### config.mk
export PLATFORM = sky130hd
export DESIGN_NAME = lpg_global_ctrl
export DESIGN_NICKNAME = d
export VERILOG_FILES = /design/src/rtl/lpg_pkg.sv /design/src/rtl/lpg_seg_mem.sv /design/src/rtl/lpg_global_ctrl.sv
export SDC_FILE = /design/constraint.sdc
export NUM_CORES = 1
export LEC_CHECK = 0
export BUFFER_PORTS_ARGS = -buffer_cell sky130_fd_sc_hd__buf_4
export CELL_PAD_IN_SITES_DETAIL_PLACEMENT = 0
export CELL_PAD_IN_SITES_GLOBAL_PLACEMENT = 1
export CORE_AREA = 8 8 162 103
export CTS_BUF_LIST = sky130_fd_sc_hd__clkbuf_8
export CTS_CLUSTER_DIAMETER = 40
export DETAILED_ROUTE_END_ITERATION = 6
export DIE_AREA = 0 0 170 111
export GPL_ROUTABILITY_DRIVEN = 0
export HOLD_SLACK_MARGIN = 0.15
export MAX_ROUTING_LAYER = met4
export PLACE_DENSITY = 0.74
export SLEW_MARGIN = 30
export SYNTH_ARGS = -nofsm -noshare
export SYNTH_HDL_FRONTEND = slang
export SYNTH_SLANG_ARGS = --single-unit
### constraint.sdc
create_clock -name clk -period 2 [get_ports clk]
set_clock_uncertainty 0.05 [all_clocks]
set_input_delay 0.4 -clock clk [delete_from_list [all_inputs] [get_ports clk]]
set_output_delay 0.4 -clock clk [all_outputs]
set_load 0.01 [all_outputs]
### src/rtl/lpg_pkg.sv
// Package for the line control register bank: offsets, fields, timing.
// Assumes a 32-bit classic Wishbone slave with byte addresses.
package lpg_pkg;
    localparam logic [11:0] LPG_OFS_GLOBAL_CTRL = 12'hfe0;
    localparam logic [11:0] LPG_OFS_SEG_SIX     = 12'hfe4;
    localparam logic [11:0] LPG_OFS_SEG_SEVEN   = 12'hfe8;
    localparam logic [11:0] LPG_OFS_SEG_EIGHT   = 12'hfec;
    localparam logic [11:0] LPG_OFS_EQ_SELECT   = 12'hff0;
    localparam logic [11:0] LPG_OFS_STATUS      = 12'hff4;
    localparam logic [7:0]  LPG_RST_VAL         = 8'h00;
    localparam int LPG_BIT_RAIL   = 7;
    localparam int LPG_BIT_AUTO1  = 6;
    localparam int LPG_BIT_RXEDGE = 5;
    localparam int LPG_BIT_TXEDGE = 4;
    localparam int LPG_BIT_POL    = 3;
    localparam int LPG_BIT_GIE    = 1;
    localparam int LPG_BIT_SRST   = 0;
    localparam int LPG_SEG_W      = 7;
    localparam int LPG_SEG_SIGN   = 6;
    localparam int LPG_EQ_W       = 5;
    localparam logic [4:0] LPG_EQ_ARBITRARY = 5'h1f;
    localparam int LPG_CLK_MHZ    = 125;
    localparam int LPG_SRST_HOLD_US = 10;
    // Strictly longer than the hold: one cycle beyond the rounded count
    localparam int LPG_SRST_CYCLES = LPG_SRST_HOLD_US * LPG_CLK_MHZ + 1;
    localparam int LPG_SRST_PULSE  = 16;
    localparam int LPG_CNT_W       = 12;
    typedef enum logic [1:0] {
        LPG_IDLE  = 2'b00,
        LPG_COUNT = 2'b01,
        LPG_RESET = 2'b10,
        LPG_WAIT  = 2'b11
    } lpg_srst_e;
endpackage

### src/rtl/lpg_seg_mem.sv
// Three-entry memory holding pulse-shape segments six to eight.
// Assumes single writer; read data is registered.
module lpg_seg_mem
    import lpg_pkg::*;
#(
    parameter int DEPTH = 3,
    parameter int AW    = 2
) (
    input  wire logic                 clk,
    input  wire logic                 rst_b,
    input  wire logic                 wr_en,
    input  wire logic [AW-1:0]        wr_addr,
    input  wire logic [LPG_SEG_W-1:0] wr_data,
    input  wire logic [AW-1:0]        rd_addr,
    output logic      [LPG_SEG_W-1:0] rd_data,
    output logic      [LPG_SEG_W*DEPTH-1:0] all_q
);
    logic [LPG_SEG_W-1:0] mem_q [DEPTH];
    genvar g;
    generate
        for (g = 0; g < DEPTH; g++) begin : g_ent
            always_ff @(posedge clk or negedge rst_b) begin
                if (!rst_b) begin
                    mem_q[g] <= LPG_RST_VAL[LPG_SEG_W-1:0];
                end else if (wr_en && wr_addr == AW'(g)) begin
                    mem_q[g] <= wr_data;
                end
            end
            assign all_q[g*LPG_SEG_W +: LPG_SEG_W] = mem_q[g];
        end
    endgenerate
    always_ff @(posedge clk or negedge rst_b) begin
        if (!rst_b) begin
            rd_data <= LPG_RST_VAL[LPG_SEG_W-1:0];
        end else if (rd_addr < AW'(DEPTH)) begin
            rd_data <= mem_q[rd_addr];
        end else begin
            rd_data <= LPG_RST_VAL[LPG_SEG_W-1:0];
        end
    end
endmodule

### src/rtl/lpg_global_ctrl.sv
// Global control and pulse-shape segment register bank of the line unit.
// Assumes a classic Wishbone master and one 125 MHz clock.
// Contract
// - Arbitrary mode uses segments six to eight as pulse segments 6-8.
// - Each segment is seven-bit signed magnitude, bit 6 the sign.
// - Segment shapes apply only once equalizer select picks arbitrary.
// - Rail select 0 gives dual rail, 1 gives single rail.
// - Auto ones bit makes lost-signal channels transmit all ones.
// - Bypass receive rails update rising when bit 5 is 0, else falling.
// - Bypass transmit rails sampled falling when bit 4 is 0, else rising.
// - Polarity bit 0 means active high data, 1 active low.
// - Global interrupt gate off means no interrupt at all.
// - Interrupt is global gate AND per-source enable AND status.
// - Soft reset bit held above 10 us before device reset starts.
// - Soft reset clears internal circuits, keeps processor registers.
module lpg_global_ctrl
    import lpg_pkg::*;
#(
    parameter int CHANNELS   = 8,
    parameter int SRST_HOLD  = LPG_SRST_CYCLES,
    parameter int SRST_PULSE = LPG_SRST_PULSE
) (
    input  wire logic                clk,
    input  wire logic                rst_b,
    input  wire logic                wb_cyc_i,
    input  wire logic                wb_stb_i,
    input  wire logic                wb_we_i,
    input  wire logic [11:0]         wb_adr_i,
    input  wire logic [31:0]         wb_dat_i,
    input  wire logic [3:0]          wb_sel_i,
    output logic      [31:0]         wb_dat_o,
    output logic                     wb_ack_o,
    output logic                     wb_err_o,
    input  wire logic [CHANNELS-1:0] rx_signal_loss,
    input  wire logic [CHANNELS-1:0] irq_source_status,
    input  wire logic [CHANNELS-1:0] irq_source_enable,
    input  wire logic [CHANNELS-1:0] tx_data_in,
    output logic      [CHANNELS-1:0] tx_data_out,
    output logic      [CHANNELS-1:0] rx_data_polarized,
    input  wire logic [CHANNELS-1:0] rx_data_raw,
    output logic      [LPG_SEG_W-1:0] shape_amplitude_six,
    output logic      [LPG_SEG_W-1:0] shape_amplitude_seven,
    output logic      [LPG_SEG_W-1:0] shape_amplitude_eight,
    output logic                     shape_arbitrary_active,
    output logic                     rail_select,
    output logic                     rx_output_edge_select,
    output logic                     tx_input_edge_select,
    output logic                     line_data_polarity,
    output logic                     irq_o,
    output logic                     internal_reset_b
);
    logic [7:0]            ctrl_q;
    logic [LPG_EQ_W-1:0]   eq_q;
    logic                  ack_q;
    logic                  err_q;
    logic [31:0]           rdat_q;
    logic [LPG_CNT_W-1:0]  cnt_q;
    logic [LPG_CNT_W-1:0]  cnt_d;
    lpg_srst_e             st_q;
    lpg_srst_e             st_d;
    logic [LPG_SEG_W-1:0]  seg_rd;
    logic [LPG_SEG_W*3-1:0] seg_all;
    logic                  loss_q;

    wire req      = wb_cyc_i && wb_stb_i && !ack_q && !err_q;
    wire lane0    = wb_sel_i[0];
    wire hit_ctrl = wb_adr_i == LPG_OFS_GLOBAL_CTRL;
    wire hit_s6   = wb_adr_i == LPG_OFS_SEG_SIX;
    wire hit_s7   = wb_adr_i == LPG_OFS_SEG_SEVEN;
    wire hit_s8   = wb_adr_i == LPG_OFS_SEG_EIGHT;
    wire hit_eq   = wb_adr_i == LPG_OFS_EQ_SELECT;
    wire hit_st   = wb_adr_i == LPG_OFS_STATUS;
    wire hit_seg  = hit_s6 || hit_s7 || hit_s8;
    wire hit_any  = hit_ctrl || hit_seg || hit_eq || hit_st;
    wire wr       = req && wb_we_i && hit_any && lane0;
    wire [1:0] seg_idx = hit_s6 ? 2'd0 : (hit_s7 ? 2'd1 : 2'd2);
    wire seg_wr   = wr && hit_seg;
    wire srst_bit = ctrl_q[LPG_BIT_SRST];
    wire arb_mode = eq_q == LPG_EQ_ARBITRARY;
    wire global_irq_gate      = ctrl_q[LPG_BIT_GIE];
    wire in_reset = st_q == LPG_RESET;
    wire auto_ones = ctrl_q[LPG_BIT_AUTO1];
    wire irq_any  = |(irq_source_status & irq_source_enable);

    // Seven full bits stored for every segment, sign in bit 6
    lpg_seg_mem #(.DEPTH(3), .AW(2)) u_seg (
        .clk     (clk),
        .rst_b   (rst_b),
        .wr_en   (seg_wr),
        .wr_addr (seg_idx),
        .wr_data (wb_dat_i[LPG_SEG_W-1:0]),
        .rd_addr (seg_idx),
        .rd_data (seg_rd),
        .all_q   (seg_all)
    );

    // Registers answer one cycle after the request; soft reset leaves them
    always_ff @(posedge clk or negedge rst_b) begin
        if (!rst_b) begin
            ctrl_q <= LPG_RST_VAL;
            eq_q   <= LPG_RST_VAL[LPG_EQ_W-1:0];
        end else begin
            if (wr && hit_ctrl) begin
                ctrl_q <= wb_dat_i[7:0] & 8'hfb;
            end
            if (wr && hit_eq) begin
                eq_q <= wb_dat_i[LPG_EQ_W-1:0];
            end
        end
    end

    always_ff @(posedge clk or negedge rst_b) begin
        if (!rst_b) begin
            ack_q <= 1'b0;
            err_q <= 1'b0;
        end else begin
            ack_q <= req && hit_any;
            err_q <= req && !hit_any;
        end
    end

    always_ff @(posedge clk or negedge rst_b) begin
        if (!rst_b) begin
            rdat_q <= 32'h0;
        end else if (req) begin
            rdat_q <= 32'h0;
            if (hit_ctrl) rdat_q[7:0] <= ctrl_q;
            if (hit_eq) rdat_q[LPG_EQ_W-1:0] <= eq_q;
            // Status also shows whether any channel has lost its signal
            if (hit_st) rdat_q[2:0] <= {loss_q, irq_o, in_reset};
        end
    end

    // Segment data arrive from the memory's own register in the ack cycle
    always_comb begin
        wb_dat_o = rdat_q;
        if (hit_seg) begin
            wb_dat_o = {25'h0, seg_rd};
        end
    end
    assign wb_ack_o = ack_q;
    assign wb_err_o = err_q;

    // Soft reset: count a continuous hold, then pulse the internal reset
    always_comb begin
        st_d  = st_q;
        cnt_d = cnt_q;
        unique case (st_q)
            LPG_IDLE: begin
                cnt_d = '0;
                if (srst_bit) st_d = LPG_COUNT;
            end
            LPG_COUNT: begin
                if (!srst_bit) begin
                    st_d  = LPG_IDLE;
                    cnt_d = '0;
                end else if (cnt_q >= LPG_CNT_W'(SRST_HOLD - 1)) begin
                    st_d  = LPG_RESET;
                    cnt_d = '0;
                end else begin
                    cnt_d = cnt_q + 1'b1;
                end
            end
            LPG_RESET: begin
                cnt_d = cnt_q + 1'b1;
                if (cnt_q >= LPG_CNT_W'(SRST_PULSE - 1)) st_d = LPG_WAIT;
            end
            LPG_WAIT: begin
                // One reset per hold; bit must return to 0 first
                cnt_d = '0;
                if (!srst_bit) st_d = LPG_IDLE;
            end
        endcase
    end

    always_ff @(posedge clk or negedge rst_b) begin
        if (!rst_b) begin
            st_q  <= LPG_IDLE;
            cnt_q <= '0;
        end else begin
            st_q  <= st_d;
            cnt_q <= cnt_d;
        end
    end
    assign internal_reset_b = !in_reset;

    // Internal state, cleared by both resets
    always_ff @(posedge clk or negedge rst_b) begin
        if (!rst_b) begin
            loss_q <= 1'b0;
        end else if (in_reset) begin
            loss_q <= 1'b0;
        end else begin
            loss_q <= |rx_signal_loss;
        end
    end

    assign rail_select           = ctrl_q[LPG_BIT_RAIL];
    assign rx_output_edge_select = ctrl_q[LPG_BIT_RXEDGE];
    assign tx_input_edge_select  = ctrl_q[LPG_BIT_TXEDGE];
    assign line_data_polarity    = ctrl_q[LPG_BIT_POL];
    assign shape_arbitrary_active = arb_mode;
    // Zero amplitude outside arbitrary mode so the shaper sees no stale data
    assign shape_amplitude_six   = arb_mode ? seg_all[6:0]   : '0;
    assign shape_amplitude_seven = arb_mode ? seg_all[13:7]  : '0;
    assign shape_amplitude_eight = arb_mode ? seg_all[20:14] : '0;

    // Per-channel data flops; polarity inverts both directions
    genvar c;
    generate
        for (c = 0; c < CHANNELS; c++) begin : g_chan
            // Ones win over polarity so a dead line still sees marks
            wire send_ones = auto_ones && rx_signal_loss[c];
            always_ff @(posedge clk or negedge rst_b) begin
                if (!rst_b) begin
                    tx_data_out[c]       <= 1'b0;
                    rx_data_polarized[c] <= 1'b0;
                end else if (in_reset) begin
                    tx_data_out[c]       <= 1'b0;
                    rx_data_polarized[c] <= 1'b0;
                end else begin
                    tx_data_out[c] <= send_ones ||
                        (tx_data_in[c] ^ line_data_polarity);
                    rx_data_polarized[c] <=
                        rx_data_raw[c] ^ line_data_polarity;
                end
            end
        end
    endgenerate

    // One flop, so the interrupt follows the enables a cycle late
    always_ff @(posedge clk or negedge rst_b) begin
        if (!rst_b) begin
            irq_o <= 1'b0;
        end else if (in_reset) begin
            irq_o <= 1'b0;
        end else begin
            irq_o <= global_irq_gate && irq_any;
        end
    end
endmodule

==> metrics.md, run 1 <==
| Metric | Value |
|---|---|
| Status | `complete, but fails checks` |
| Failing checks | `setup timing` |
| Hold depth | `2` |
| Worst-skew pair later-pin latency | `between 0.3 and 0.4 ns` |
| Final period util | `1.080` |
| Initial DRT Pass Iterations | `4` |
| Site Rows | `34` |
| CP Capture Type | `primary output` |
| Most used cell, CP | `buf_6` |
| Max-cap viol count | `0` |
| WS Path Type | `in2out` |
| Hold Vio Cnt, Final | `0` |
| Worst Setup Slack, final | `-0.1594 ns` |
| Commonest cells after routing, fill and taps aside | `140 x buf_4, 81 x dfrtp_1, 40 x mux2_2` |
| Yosys cell types | `50` |
| Die Ht | `111 microns` |
| Simple-gate share of the synthesized area | `0.1879` |
| Initial antenna violation count | `0` |
| Cell breakdown of the critical path | `buf_6 -> nand4bb_4 -> nor4_4 -> o21ai_4 -> mux2_4 -> buf_6` |
| Global-route wire length before repair | `19420 microns` |
| Initial DRC count | `180` |
| Final min period | `2.159 ns` |
| # IOs | `171` |
| Xor-xnor portion of the synthesized cell area | `0.05211` |
| Clock sink count | `82` |
| Peak VDD IR | `~240 uV` |
| Final setup viols | `8` |
| Yosys warning count | `0` |
| Max Root-Sink Buffers | `2` |
| Most common cell after layout, fill and taps aside | `buf_4` |
| Hold EP | `ctrl_q[7]$_DFFE_PN0P_` |
| R2R Setup Slk | `about 0.10 ns` |
| Clk pin slew, worst setup/hold paths | `0.08 ns` |
| Unrepaired setup endpoints after global routing | `true` |
| Slew at the pin with the worst max-slew slack | `~0.65 ns` |
| Synth area leader | `dfrtp_1` |
| Post-synthesis instance area | `4202 sq um` |
| Antenna fix cells | `0` |
| Chip width | `170 microns` |
| Area grow syn2layout | `37.55%` |
| Register bit total from synthesis | `slightly above 80` |
| Critical Path AT | `1.71 ns` |
| Bufs and invs on worst path | `2` |
| Layout cells sized above 1 | `0.4074` |
| Req. time, crit path | `1.55 ns` |
| Post-Synth Adder-Cell Area | `0.005956` |
| Tot GR Track Use | `0.1343` |
| Leak Pwr | `2.776 nW` |
| Num CTS Buffers | `9` |
| Reg2Reg Depth | `4` |
| R2r startpoint | `wb_err_o$_DFF_PN0_` |
| Syn_area_per_cell | `10.64 sq um` |
| Max Freq | `463.1 MHz` |
| # fillers | `1441` |
| Post-synth EDFFs | `0` |
| DRC | `0` |
| CTS tree | `built` |
| Largest net degree at the start of global routing | `42` |
| Register area share after synthesis | `0.4884` |
| Max-slew violation count | `0` |
| H-Tree Level Count | `3` |
| Largest stage delay on the critical path | `0.34 ns` |
| PwrDens | `approximately 620 nW/um^2` |
| Ys async rst share | `1.000` |
| Share of the synthesized area in the top cell type | `0.4884` |
| DRT Wirelength | `12290 microns` |
| Place WS | `-0.2085 ns` |
| Fin nets | `631` |
| Most used DFF post-synth | `dfrtp_1` |
| Effective utilization at floorplan | `0.2957` |
| Startpoint Class | `input port` |
| Crit Reg-Reg Endpoint | `ctrl_q[4]$_DFFE_PN0P_` |
| Via-per-instance ratio | `4.531` |
| Fin Hold WS | `0.2319 ns` |
| Total grt overflow | `0` |
| Critical-path maximum fanout | `8` |
| DP HPWL | `around 9500 microns` |
| Compound-gate portion of the synthesized area | `0.08368` |
| IO Port Bufs | `roughly 120` |
| Number of global-route vias before repair | `between 3000 and 4000` |
| CTS root buffer | `clkbuf_8` |
| Critical hold path startpoint | `wb_dat_i[7]` |
| Cell family with most CP delay | `simple AND/OR/NAND/NOR gates` |
| Synth area leaders | `dfrtp_1 49%, mux2_2 11%, buf_4 4.3%` |
| DR vias | `3344` |
| Drt wl/cell | `16.65 microns` |
| Full die area | `18870 sq um` |
| Largest family of logic cells by synthesized area | `simple AND/OR/NAND/NOR gates` |
| HP Class | `in2reg` |
| Post-route ant nets | `0` |
| CORE AREA | `14210 sq um` |
| Mux cell area share after synthesis | `0.1170` |
| Slowest-stage cell, CP | `mux2_4` |
| Synth Instances | `395` |
| Slew headroom | `0.5604` |
[where the power goes]
part / switching, W / total, W / internal [W]
sequential: 0.00000671 / 0.00168 / 0.00167
clock: 0.000613 / 0.00157 / 0.000958
combinational: 0.000162 / 0.000318 / 0.000156
[final cells by class]
cell class	count	area [sq um]	share of cell area
timing repair buffer	150	1197	0.2072
sequential	82	2053	0.3553
clock buffer	9	123.9	0.02143
clock inverter	6	137.6	0.02381
inverter	3	11.26	0.001948
multi-input combinational	290	2008	0.3475
tap	198	247.7	0.04287
[per-layer routing]
layer / global-route usage / vias up / wire, microns
met5: - / - / 0
met4: 0.03027 / 0 / 72
met3: 0.03841 / 5 / 698
met2: 0.2004 / 94 / 5635
met1: 0.1776 / 1634 / 5882
li1: - / 1611 / -
[cell usage after synthesis, types with 3 or more instances]
cell type	count
dfrtp_1	82
mux2_2	41
nand2_1	31
nor2_1	27
buf_4	24
and2_1	23
nand3_1	22
xnor2_1	17
a21oi_1	15
clkbuf_1	11
a31oi_1	8
o21ai_0	8
xor2_1	8
nand2b_1	7
o21a_1	7
buf_2	5
and4_1	3
buf_1	3
inv_1	3
mux2i_1	3
nand4_1	3
nor2b_1	3
nor3_1	3
o41ai_1	3
[timing repair]
action | CTS | global route
gates cloned | 0 | 1
hold buffers | 1 | 0
gates resized for setup | 7 | 9
endpoints found under the setup margin | 9 | 39
pin swaps | 0 | 2
endpoints found under the hold margin | 18 | 0
buffers inserted | 2 | 3
[per-stage QoR]
stage / utilization / TNS, ns / instances / instance area (sq um) / total power, W
floorplan: - / 0 / 418 / 4288 / 0.001848
global placement: 0.3805 / -1.576 / 716 / 5406 / 0.002024
detailed placement: 0.3805 / -1.732 / 716 / 5406 / 0.002031
CTS: 0.4028 / -1.213 / 734 / 5723 / 0.003623
global route: 0.4067 / -2.015 / 738 / 5779 / 0.003713
finish: 0.4067 / -1.070 / 738 / 5779 / 0.003569
[logic make-up (layout without fill, tap and decap cells)]
group                      Yosys count  after routing
muxes                               44             44
other                                1             24
xor gates and xnor gates            25             25
AOI/OAI and AO/OA                   54             54
DFF                                 82             82
adders and majority gates            2              2
buffers and inverters               46            168
and+or+nand+nor                    141            141
[how the worst max path moves through the flow]
| stage | startpoint | end | slack, ns | cells after the start |
|---|---|---|---|---|
| floorplan | wb_adr_i[0] | wb_dat_o[0] | 0.0005 | 4 |
| global placement | wb_adr_i[0] | wb_dat_o[4] | -0.20 | 6 |
| detailed placement | wb_adr_i[0] | wb_dat_o[1] | -0.21 | 6 |
| CTS | wb_adr_i[0] | wb_dat_o[1] | -0.18 | 6 |
| global route | wb_adr_i[0] | wb_dat_o[6] | -0.22 | 6 |
| finish | wb_adr_i[0] | wb_dat_o[1] | -0.16 | 6 |
[flip-flops by register name, summed over array words and instances (netlist names), named ones only]
name,count
loss_q,1
ctrl_q,7
eq_q,5
u_seg.rd_data,7
wb_err_o,1
u_seg.all_q,21
st_q,1
cnt_q,12
rdat_q,8
rx_data_polarized,8
wb_ack_o,1
irq_o,1
tx_data_out,8
Power figures use the tool's default switching activity.
==> run 2: changes to the inputs <==
--- a/config.mk
+++ b/config.mk
@@ -6,8 +6,6 @@
 export NUM_CORES = 1
 export LEC_CHECK = 0
 export BUFFER_PORTS_ARGS = -buffer_cell sky130_fd_sc_hd__buf_4
-export CELL_PAD_IN_SITES_DETAIL_PLACEMENT = 0
-export CELL_PAD_IN_SITES_GLOBAL_PLACEMENT = 1
 export CORE_AREA = 8 8 162 103
 export CTS_BUF_LIST = sky130_fd_sc_hd__clkbuf_8
 export CTS_CLUSTER_DIAMETER = 40
@@ -16,7 +14,7 @@
 export GPL_ROUTABILITY_DRIVEN = 0
 export HOLD_SLACK_MARGIN = 0.15
 export MAX_ROUTING_LAYER = met4
-export PLACE_DENSITY = 0.74
+export PLACE_DENSITY = 0.6
 export SLEW_MARGIN = 30
 export SYNTH_ARGS = -nofsm -noshare
 export SYNTH_HDL_FRONTEND = slang
==> metrics.md, run 2 (synthesis gave the netlist of run 1 again) <==
| Metric | Value |
|---|---|
| Hold Vio Cnt, Final | `0 (unchanged)` |
| Max Freq | `463.7 MHz (+0.13%)` |
| Layout cells sized above 1 | `0.3963 (-0.01115)` |
| Clock sink count | `82 (unchanged)` |
| CORE AREA | `14210 sq um (unchanged)` |
| Critical Path AT | `1.71 ns (about the same)` |
| Site Rows | `34 (unchanged)` |
| Max Root-Sink Buffers | `2 (unchanged)` |
| Drt wl/cell | `16.38 microns (-1.6%)` |
| Worst-skew pair later-pin latency | `0.35 ns (about the same)` |
| Clk pin slew, worst setup/hold paths | `0.09 ns (about the same)` |
| Startpoint Class | `input port` |
| Commonest cells after routing, fill and taps aside | `140 x buf_4, 82 x dfrtp_1, 40 x mux2_2` |
| Number of flip-flops in the largest register | `21 (unchanged)` |
| # IOs | `171 (unchanged)` |
| Status | `complete, but fails checks` |
| Slowest-stage cell, CP | `nor4_4` |
| WS Path Type | `in2out` |
| Via-per-instance ratio | `4.568 (+0.80%)` |
| Area grow syn2layout | `34.13%` |
| Most common cell after layout, fill and taps aside | `buf_4` |
| PwrDens | `585.3 nW/um^2 (-5.2%)` |
| Chip width | `170 microns (unchanged)` |
| DRC | `0 (unchanged)` |
| Cell family with most CP delay | `simple AND/OR/NAND/NOR gates` |
| Largest net degree at the start of global routing | `39 (-7.1%)` |
| Peak VDD IR | `297.1 uV (+22%)` |
| Effective utilization at floorplan | `0.2957 (unchanged)` |
| Final min period | `2.157 ns (-0.002762 ns)` |
| Fin nets | `626 (-0.79%)` |
| Cell breakdown of the critical path | `buf_6 -> nand4bb_4 -> nor4_4 -> o21ai_4 -> mux2_2 -> buf_4` |
| DP HPWL | `9592 microns (+0.80%)` |
| CTS tree | `built` |
| Failing checks | `setup timing` |
| CP Capture Type | `primary output` |
| Initial DRC count | `133 (-26%)` |
| H-Tree Level Count | `3 (unchanged)` |
| Unrepaired setup endpoints after global routing | `true` |
| Die Ht | `111 microns (unchanged)` |
| Initial DRT Pass Iterations | `4 (unchanged)` |
| CTS root buffer | `clkbuf_8` |
| Global-route wire length before repair | `19270 microns (-0.75%)` |
| Total grt overflow | `0 (unchanged)` |
| Full die area | `18870 sq um (unchanged)` |
| Final setup viols | `8 (unchanged)` |
| Worst Setup Slack, final | `-0.1566 ns (+0.002762 ns)` |
| Post-route ant nets | `0 (unchanged)` |
| HP Class | `in2reg` |
| Final period util | `1.078 (-0.001381)` |
| Setup_tns | `-1.071 ns (-0.0005800 ns)` |
| Max-slew violation count | `0 (unchanged)` |
| Fin util | `0.3966 (-0.01013)` |
| Req. time, crit path | `1.55 ns (about the same)` |
| Slew at the pin with the worst max-slew slack | `0.5406 ns (-0.1097 ns)` |
| Finished Layout Cells | `733 (-0.68%)` |
| Tot GR Track Use | `0.1313 (-0.003044)` |
| Bufs and invs on worst path | `2 (unchanged)` |
| Placed insts | `716 (unchanged)` |
| IO Port Bufs | `119 (unchanged)` |
| Initial antenna violation count | `0 (unchanged)` |
| Num CTS Buffers | `9 (unchanged)` |
| Number of global-route vias before repair | `3556 (+0.14%)` |
| DRT Wirelength | `12010 microns (-2.3%)` |
| Max-cap viol count | `0 (unchanged)` |
| DR vias | `3348 (+0.12%)` |
| Critical-path maximum fanout | `8 (unchanged)` |
| Antenna fix cells | `0 (unchanged)` |
| Slew headroom | `0.6396 (+0.07922)` |
| Largest stage delay on the critical path | `0.33 ns (about the same)` |
| Leak Pwr | `2.702 nW (-2.7%)` |
## run 2: area by class of cell
| class | count | area [sq um] |
|---|---|---|
| multi-input combinational | 290 | 1993 |
| clock inverter | 6 | 92.59 |
| sequential | 82 | 2052 |
| fill | 1452 | 8573 |
| timing repair buffer | 145 | 1115 |
| clock buffer | 9 | 123.9 |
| inverter | 3 | 11.26 |
| tap | 198 | 247.7 |
## run 2: tightest hold or removal path, cell delays in order
cell,delay [ns]
buf_4,0.08
xnor2_1,0.05
nor2_1,0.07
## run 2: final timing paths
path / from / endpoint / slack (ns) / cells past startpoint
max: wb_adr_i[0] / wb_dat_o[6] / -0.16 / 6
min: rx_data_raw[3] / rx_data_polarized[3]$_DFF_PN0_ / 0.23 / 3
max reg2reg: cnt_q[0]$_DFF_PN0_ / cnt_q[11]$_DFF_PN0_ / 0.15 / 6
min reg2reg: rdat_q[5]$_DFFE_PN0P_ / rdat_q[5]$_DFFE_PN0P_ / 0.45 / 2
max in group asynchronous: rst_b / ctrl_q[1]$_DFFE_PN0P_ / 0.77 / 3
min in group asynchronous: rst_b / tx_data_out[1]$_DFF_PN0_ / 0.52 / 2
## run 2: power breakdown
group          switching (W)  internal (W)  total [W]
registers         0.00000668       0.00167    0.00168
logic               0.000164      0.000155   0.000318
clock network       0.000599      0.000700    0.00130
total               0.000770       0.00253    0.00330
## run 2: metrics by stage
| step | hold WS [ns] | total power (W) | cell area, sq um | setup slack [ns] |
|---|---|---|---|---|
| after detailed placement | 0.3694 | 0.002031 | 5364 | -0.2276 |
| after global routing | 0.2127 | 0.003456 | 5635 | -0.2141 |
| after global placement | 0.3633 | 0.002024 | 5364 | -0.2069 |
| final | 0.2339 | 0.003298 | 5635 | -0.1566 |
| after floorplan | 0.05441 | 0.001848 | 4288 | 0.0005014 |
| after CTS | 0.2117 | 0.003348 | 5620 | -0.1747 |
## run 2: timing repair
action	in CTS	in global routing
setup endpoints to repair	8	25
gates cloned	0	0
hold buffers	1	0
setup buffers	1	0
endpoints found under the hold margin	36	0
resized for setup	5	4
## run 2: metal layers
metal,up-vias,track usage,part of all wire
li1,1602,-,-
met5,-,-,0
met1,1647,0.1648,0.46
met3,10,0.03947,0.061
met2,89,0.2052,0.47
met4,0,0.02969,0.0074
==> run 3: changes to the inputs <==
--- a/config.mk
+++ b/config.mk
@@ -6,6 +6,8 @@
 export NUM_CORES = 1
 export LEC_CHECK = 0
 export BUFFER_PORTS_ARGS = -buffer_cell sky130_fd_sc_hd__buf_4
+export CELL_PAD_IN_SITES_DETAIL_PLACEMENT = 1
+export CELL_PAD_IN_SITES_GLOBAL_PLACEMENT = 1
 export CORE_AREA = 8 8 162 103
 export CTS_BUF_LIST = sky130_fd_sc_hd__clkbuf_8
 export CTS_CLUSTER_DIAMETER = 40
@@ -14,7 +16,7 @@
 export GPL_ROUTABILITY_DRIVEN = 0
 export HOLD_SLACK_MARGIN = 0.15
 export MAX_ROUTING_LAYER = met4
-export PLACE_DENSITY = 0.6
+export PLACE_DENSITY = 0.72
 export SLEW_MARGIN = 30
 export SYNTH_ARGS = -nofsm -noshare
 export SYNTH_HDL_FRONTEND = slang
==> constraint.sdc (replaced) <==
create_clock -name clk -period 2.3 [get_ports clk]
set_clock_uncertainty 0.05 [all_clocks]
set_input_delay 0.46 -clock clk [delete_from_list [all_inputs] [get_ports clk]]
set_output_delay 0.46 -clock clk [all_outputs]
set_load 0.01 [all_outputs]
==> metrics.md, run 3 (synthesis gave the netlist of run 1 again) <==
| Metric | Value |
|---|---|
| Drt wl/cell | `18.17 microns (+11%)` |
| DP HPWL | `10380 microns (+8.2%)` |
| Max Freq | `441.7 MHz` |
| Hold EP | `ctrl_q[7]$_DFFE_PN0P_` |
| Fin nets | `616 (-1.6%)` |
| Leak Pwr | `2.646 nW (-2.1%)` |
| Post-route ant nets | `0 (unchanged)` |
| H-Tree Level Count | `3 (unchanged)` |
| Final setup viols | `0 (-8)` |
| # IOs | `171 (unchanged)` |
| Place WS | `-0.01654 ns (+0.2111 ns)` |
| Number of flip-flops in the largest register | `21 (unchanged)` |
| Unrepaired setup endpoints after global routing | `true` |
| Worst-skew pair later-pin latency | `0.36 ns (about the same)` |
| R2R Setup Slk | `0.23 ns (+0.08 ns)` |
| Reg2Reg Depth | `4 (-2)` |
| Peak VDD IR | `194.9 uV (-34%)` |
| DR vias | `3379 (+0.93%)` |
| Clk pin slew, worst setup/hold paths | `0.07 ns (-0.02 ns)` |
| Max-cap viol count | `0 (unchanged)` |
| Antenna fix cells | `0 (unchanged)` |
| Initial DRT Pass Iterations | `4 (unchanged)` |
| Global-route wire length before repair | `21340 microns (+11%)` |
| Number of global-route vias before repair | `3918 (+10%)` |
| Slew at the pin with the worst max-slew slack | `0.8728 ns (+0.3322 ns)` |
| Largest net degree at the start of global routing | `37 (-5.1%)` |
| Post-CTS setup buffer count | `0 (-1)` |
| Fin Hold WS | `0.2856 ns (+0.05173 ns)` |
| Finished Layout Cells | `724 (-1.2%)` |
| Clock sink count | `82 (unchanged)` |
| Slew headroom | `0.4169 (-0.2227)` |
| Final period util | `0.9843` |
| Full die area | `18870 sq um (unchanged)` |
| Final min period | `around 2.3 ns` |
| R2r startpoint | `wb_err_o$_DFF_PN0_` |
| Tot GR Track Use | `0.1473 (+0.01602)` |
| Initial antenna violation count | `0 (unchanged)` |
| DRC | `0 (unchanged)` |
| Most common cell after layout, fill and taps aside | `buf_4` |
| Critical Path AT | `1.75 ns (+0.04 ns)` |
| Die Ht | `111 microns (unchanged)` |
| Placed insts | `707 (-1.3%)` |
| Site Rows | `34 (unchanged)` |
| Layout cells sized above 1 | `0.3840 (-0.01223)` |
| Hold Vio Cnt, Final | `0 (unchanged)` |
| Status | `finished, final reports clean` |
| Initial DRC count | `164 (+23%)` |
| Startpoint Class | `input port` |
| Slowest-stage cell, CP | `nor4_4` |
| Fin util | `0.3887 (-0.007926)` |
| Num CTS Buffers | `9 (unchanged)` |
| Hold depth | `2 (-1)` |
| CORE AREA | `14210 sq um (unchanged)` |
| Worst Setup Slack, final | `0.03620 ns (+0.1928 ns)` |
| Req. time, crit path | `1.79 ns (+0.24 ns)` |
| CTS root buffer | `clkbuf_8` |
| Critical hold path startpoint | `wb_dat_i[7]` |
| Max Root-Sink Buffers | `2 (unchanged)` |
| Crit Reg-Reg Endpoint | `u_seg.all_q[17]$_DFFE_PN0P_` |
| Max-slew violation count | `0 (unchanged)` |
| Largest stage delay on the critical path | `0.32 ns (about the same)` |
| Effective utilization at floorplan | `0.2957 (unchanged)` |
| DRT Wirelength | `13150 microns (+9.5%)` |
| WS Path Type | `in2out` |
| Chip width | `170 microns (unchanged)` |
| CTS tree | `built` |
| IO Port Bufs | `119 (unchanged)` |
| Critical-path maximum fanout | `8 (unchanged)` |
| HP Class | `in2reg` |
| CP Capture Type | `primary output` |
| Commonest cells after routing, fill and taps aside | `131 x buf_4, 82 x dfrtp_1, 40 x mux2_2` |
| PwrDens | `494.1 nW/um^2 (-16%)` |
| Via-per-instance ratio | `4.667 (+2.2%)` |
| Area grow syn2layout | `31.45%` |
| Cell breakdown of the critical path | `buf_6 -> nand4bb_4 -> nor4_4 -> o21ai_4 -> mux2_2 -> buf_4` |
| Total grt overflow | `0 (unchanged)` |
## run 3: area by class of cell
type                    instances  area [sq um]
multi-input cells             290          1987
repair buffers                135          1036
well taps                     198         247.7
fillers                      1649          8686
clock buffers                  11         151.4
inverters                       3         11.26
clock inverters                 5         37.54
flip-flops and latches         82          2052
## run 3: through the flow
stage          instance area (sq um)  setup TNS [ns]  total power, W
5_1_grt                         5523         -0.1898        0.002857
6_report                        5523               0        0.002729
2_1_floorplan                   4288               0        0.001607
4_1_cts                         5508               0        0.002772
3_5_place_dp                    5301        -0.07769        0.001762
3_3_place_gp                    5301       -0.008650        0.001752
## run 3: how the worst max path moves through the flow
stage / startpoint / to / slack (ns)
after floorplan: wb_adr_i[0] / wb_dat_o[0] / 0.18
after global placement: wb_adr_i[0] / wb_dat_o[4] / -0.003
after detailed placement: wb_adr_i[0] / wb_dat_o[3] / -0.02
after CTS: wb_adr_i[0] / wb_dat_o[3] / 0.0008
after global routing: wb_adr_i[0] / wb_dat_o[2] / -0.04
final: wb_adr_i[0] / wb_dat_o[3] / 0.04
## run 3: timing repair
item	CTS	global route
pin swaps	0	0
setup endpoints to repair	7	7
resized for setup	1	3
hold buffers	1	0
endpoints found under the hold margin	26	0
## run 3: critical path: cells and delay by family
family                 cells  cell delay (ns)
AND/OR/NAND/NOR            2             0.55
multiplexers               1             0.31
buffers and inverters      2             0.24
AO/OA/AOI/OAI              1             0.19
## run 3: where the power goes
| group | internal (W) | leakage, nW | switching [W] | total, W |
|---|---|---|---|---|
| logic | 0.000129 | 1.45 | 0.000142 | 0.000270 |
| registers | 0.00146 | 1.10 | 0.00000592 | 0.00146 |
| clock network | 0.000455 | 0.0919 | 0.000542 | 0.000997 |
| total | 0.00204 | 2.65 | 0.000690 | 0.00273 |
## run 3: routing by layer
layer	vias to the layer above	routed length, microns	global-route usage
li1	1575	-	-
met1	1693	6037	0.1879
met2	100	6183	0.2241
met3	11	775	0.03983
met4	0	158	0.04598
met5	-	0	-
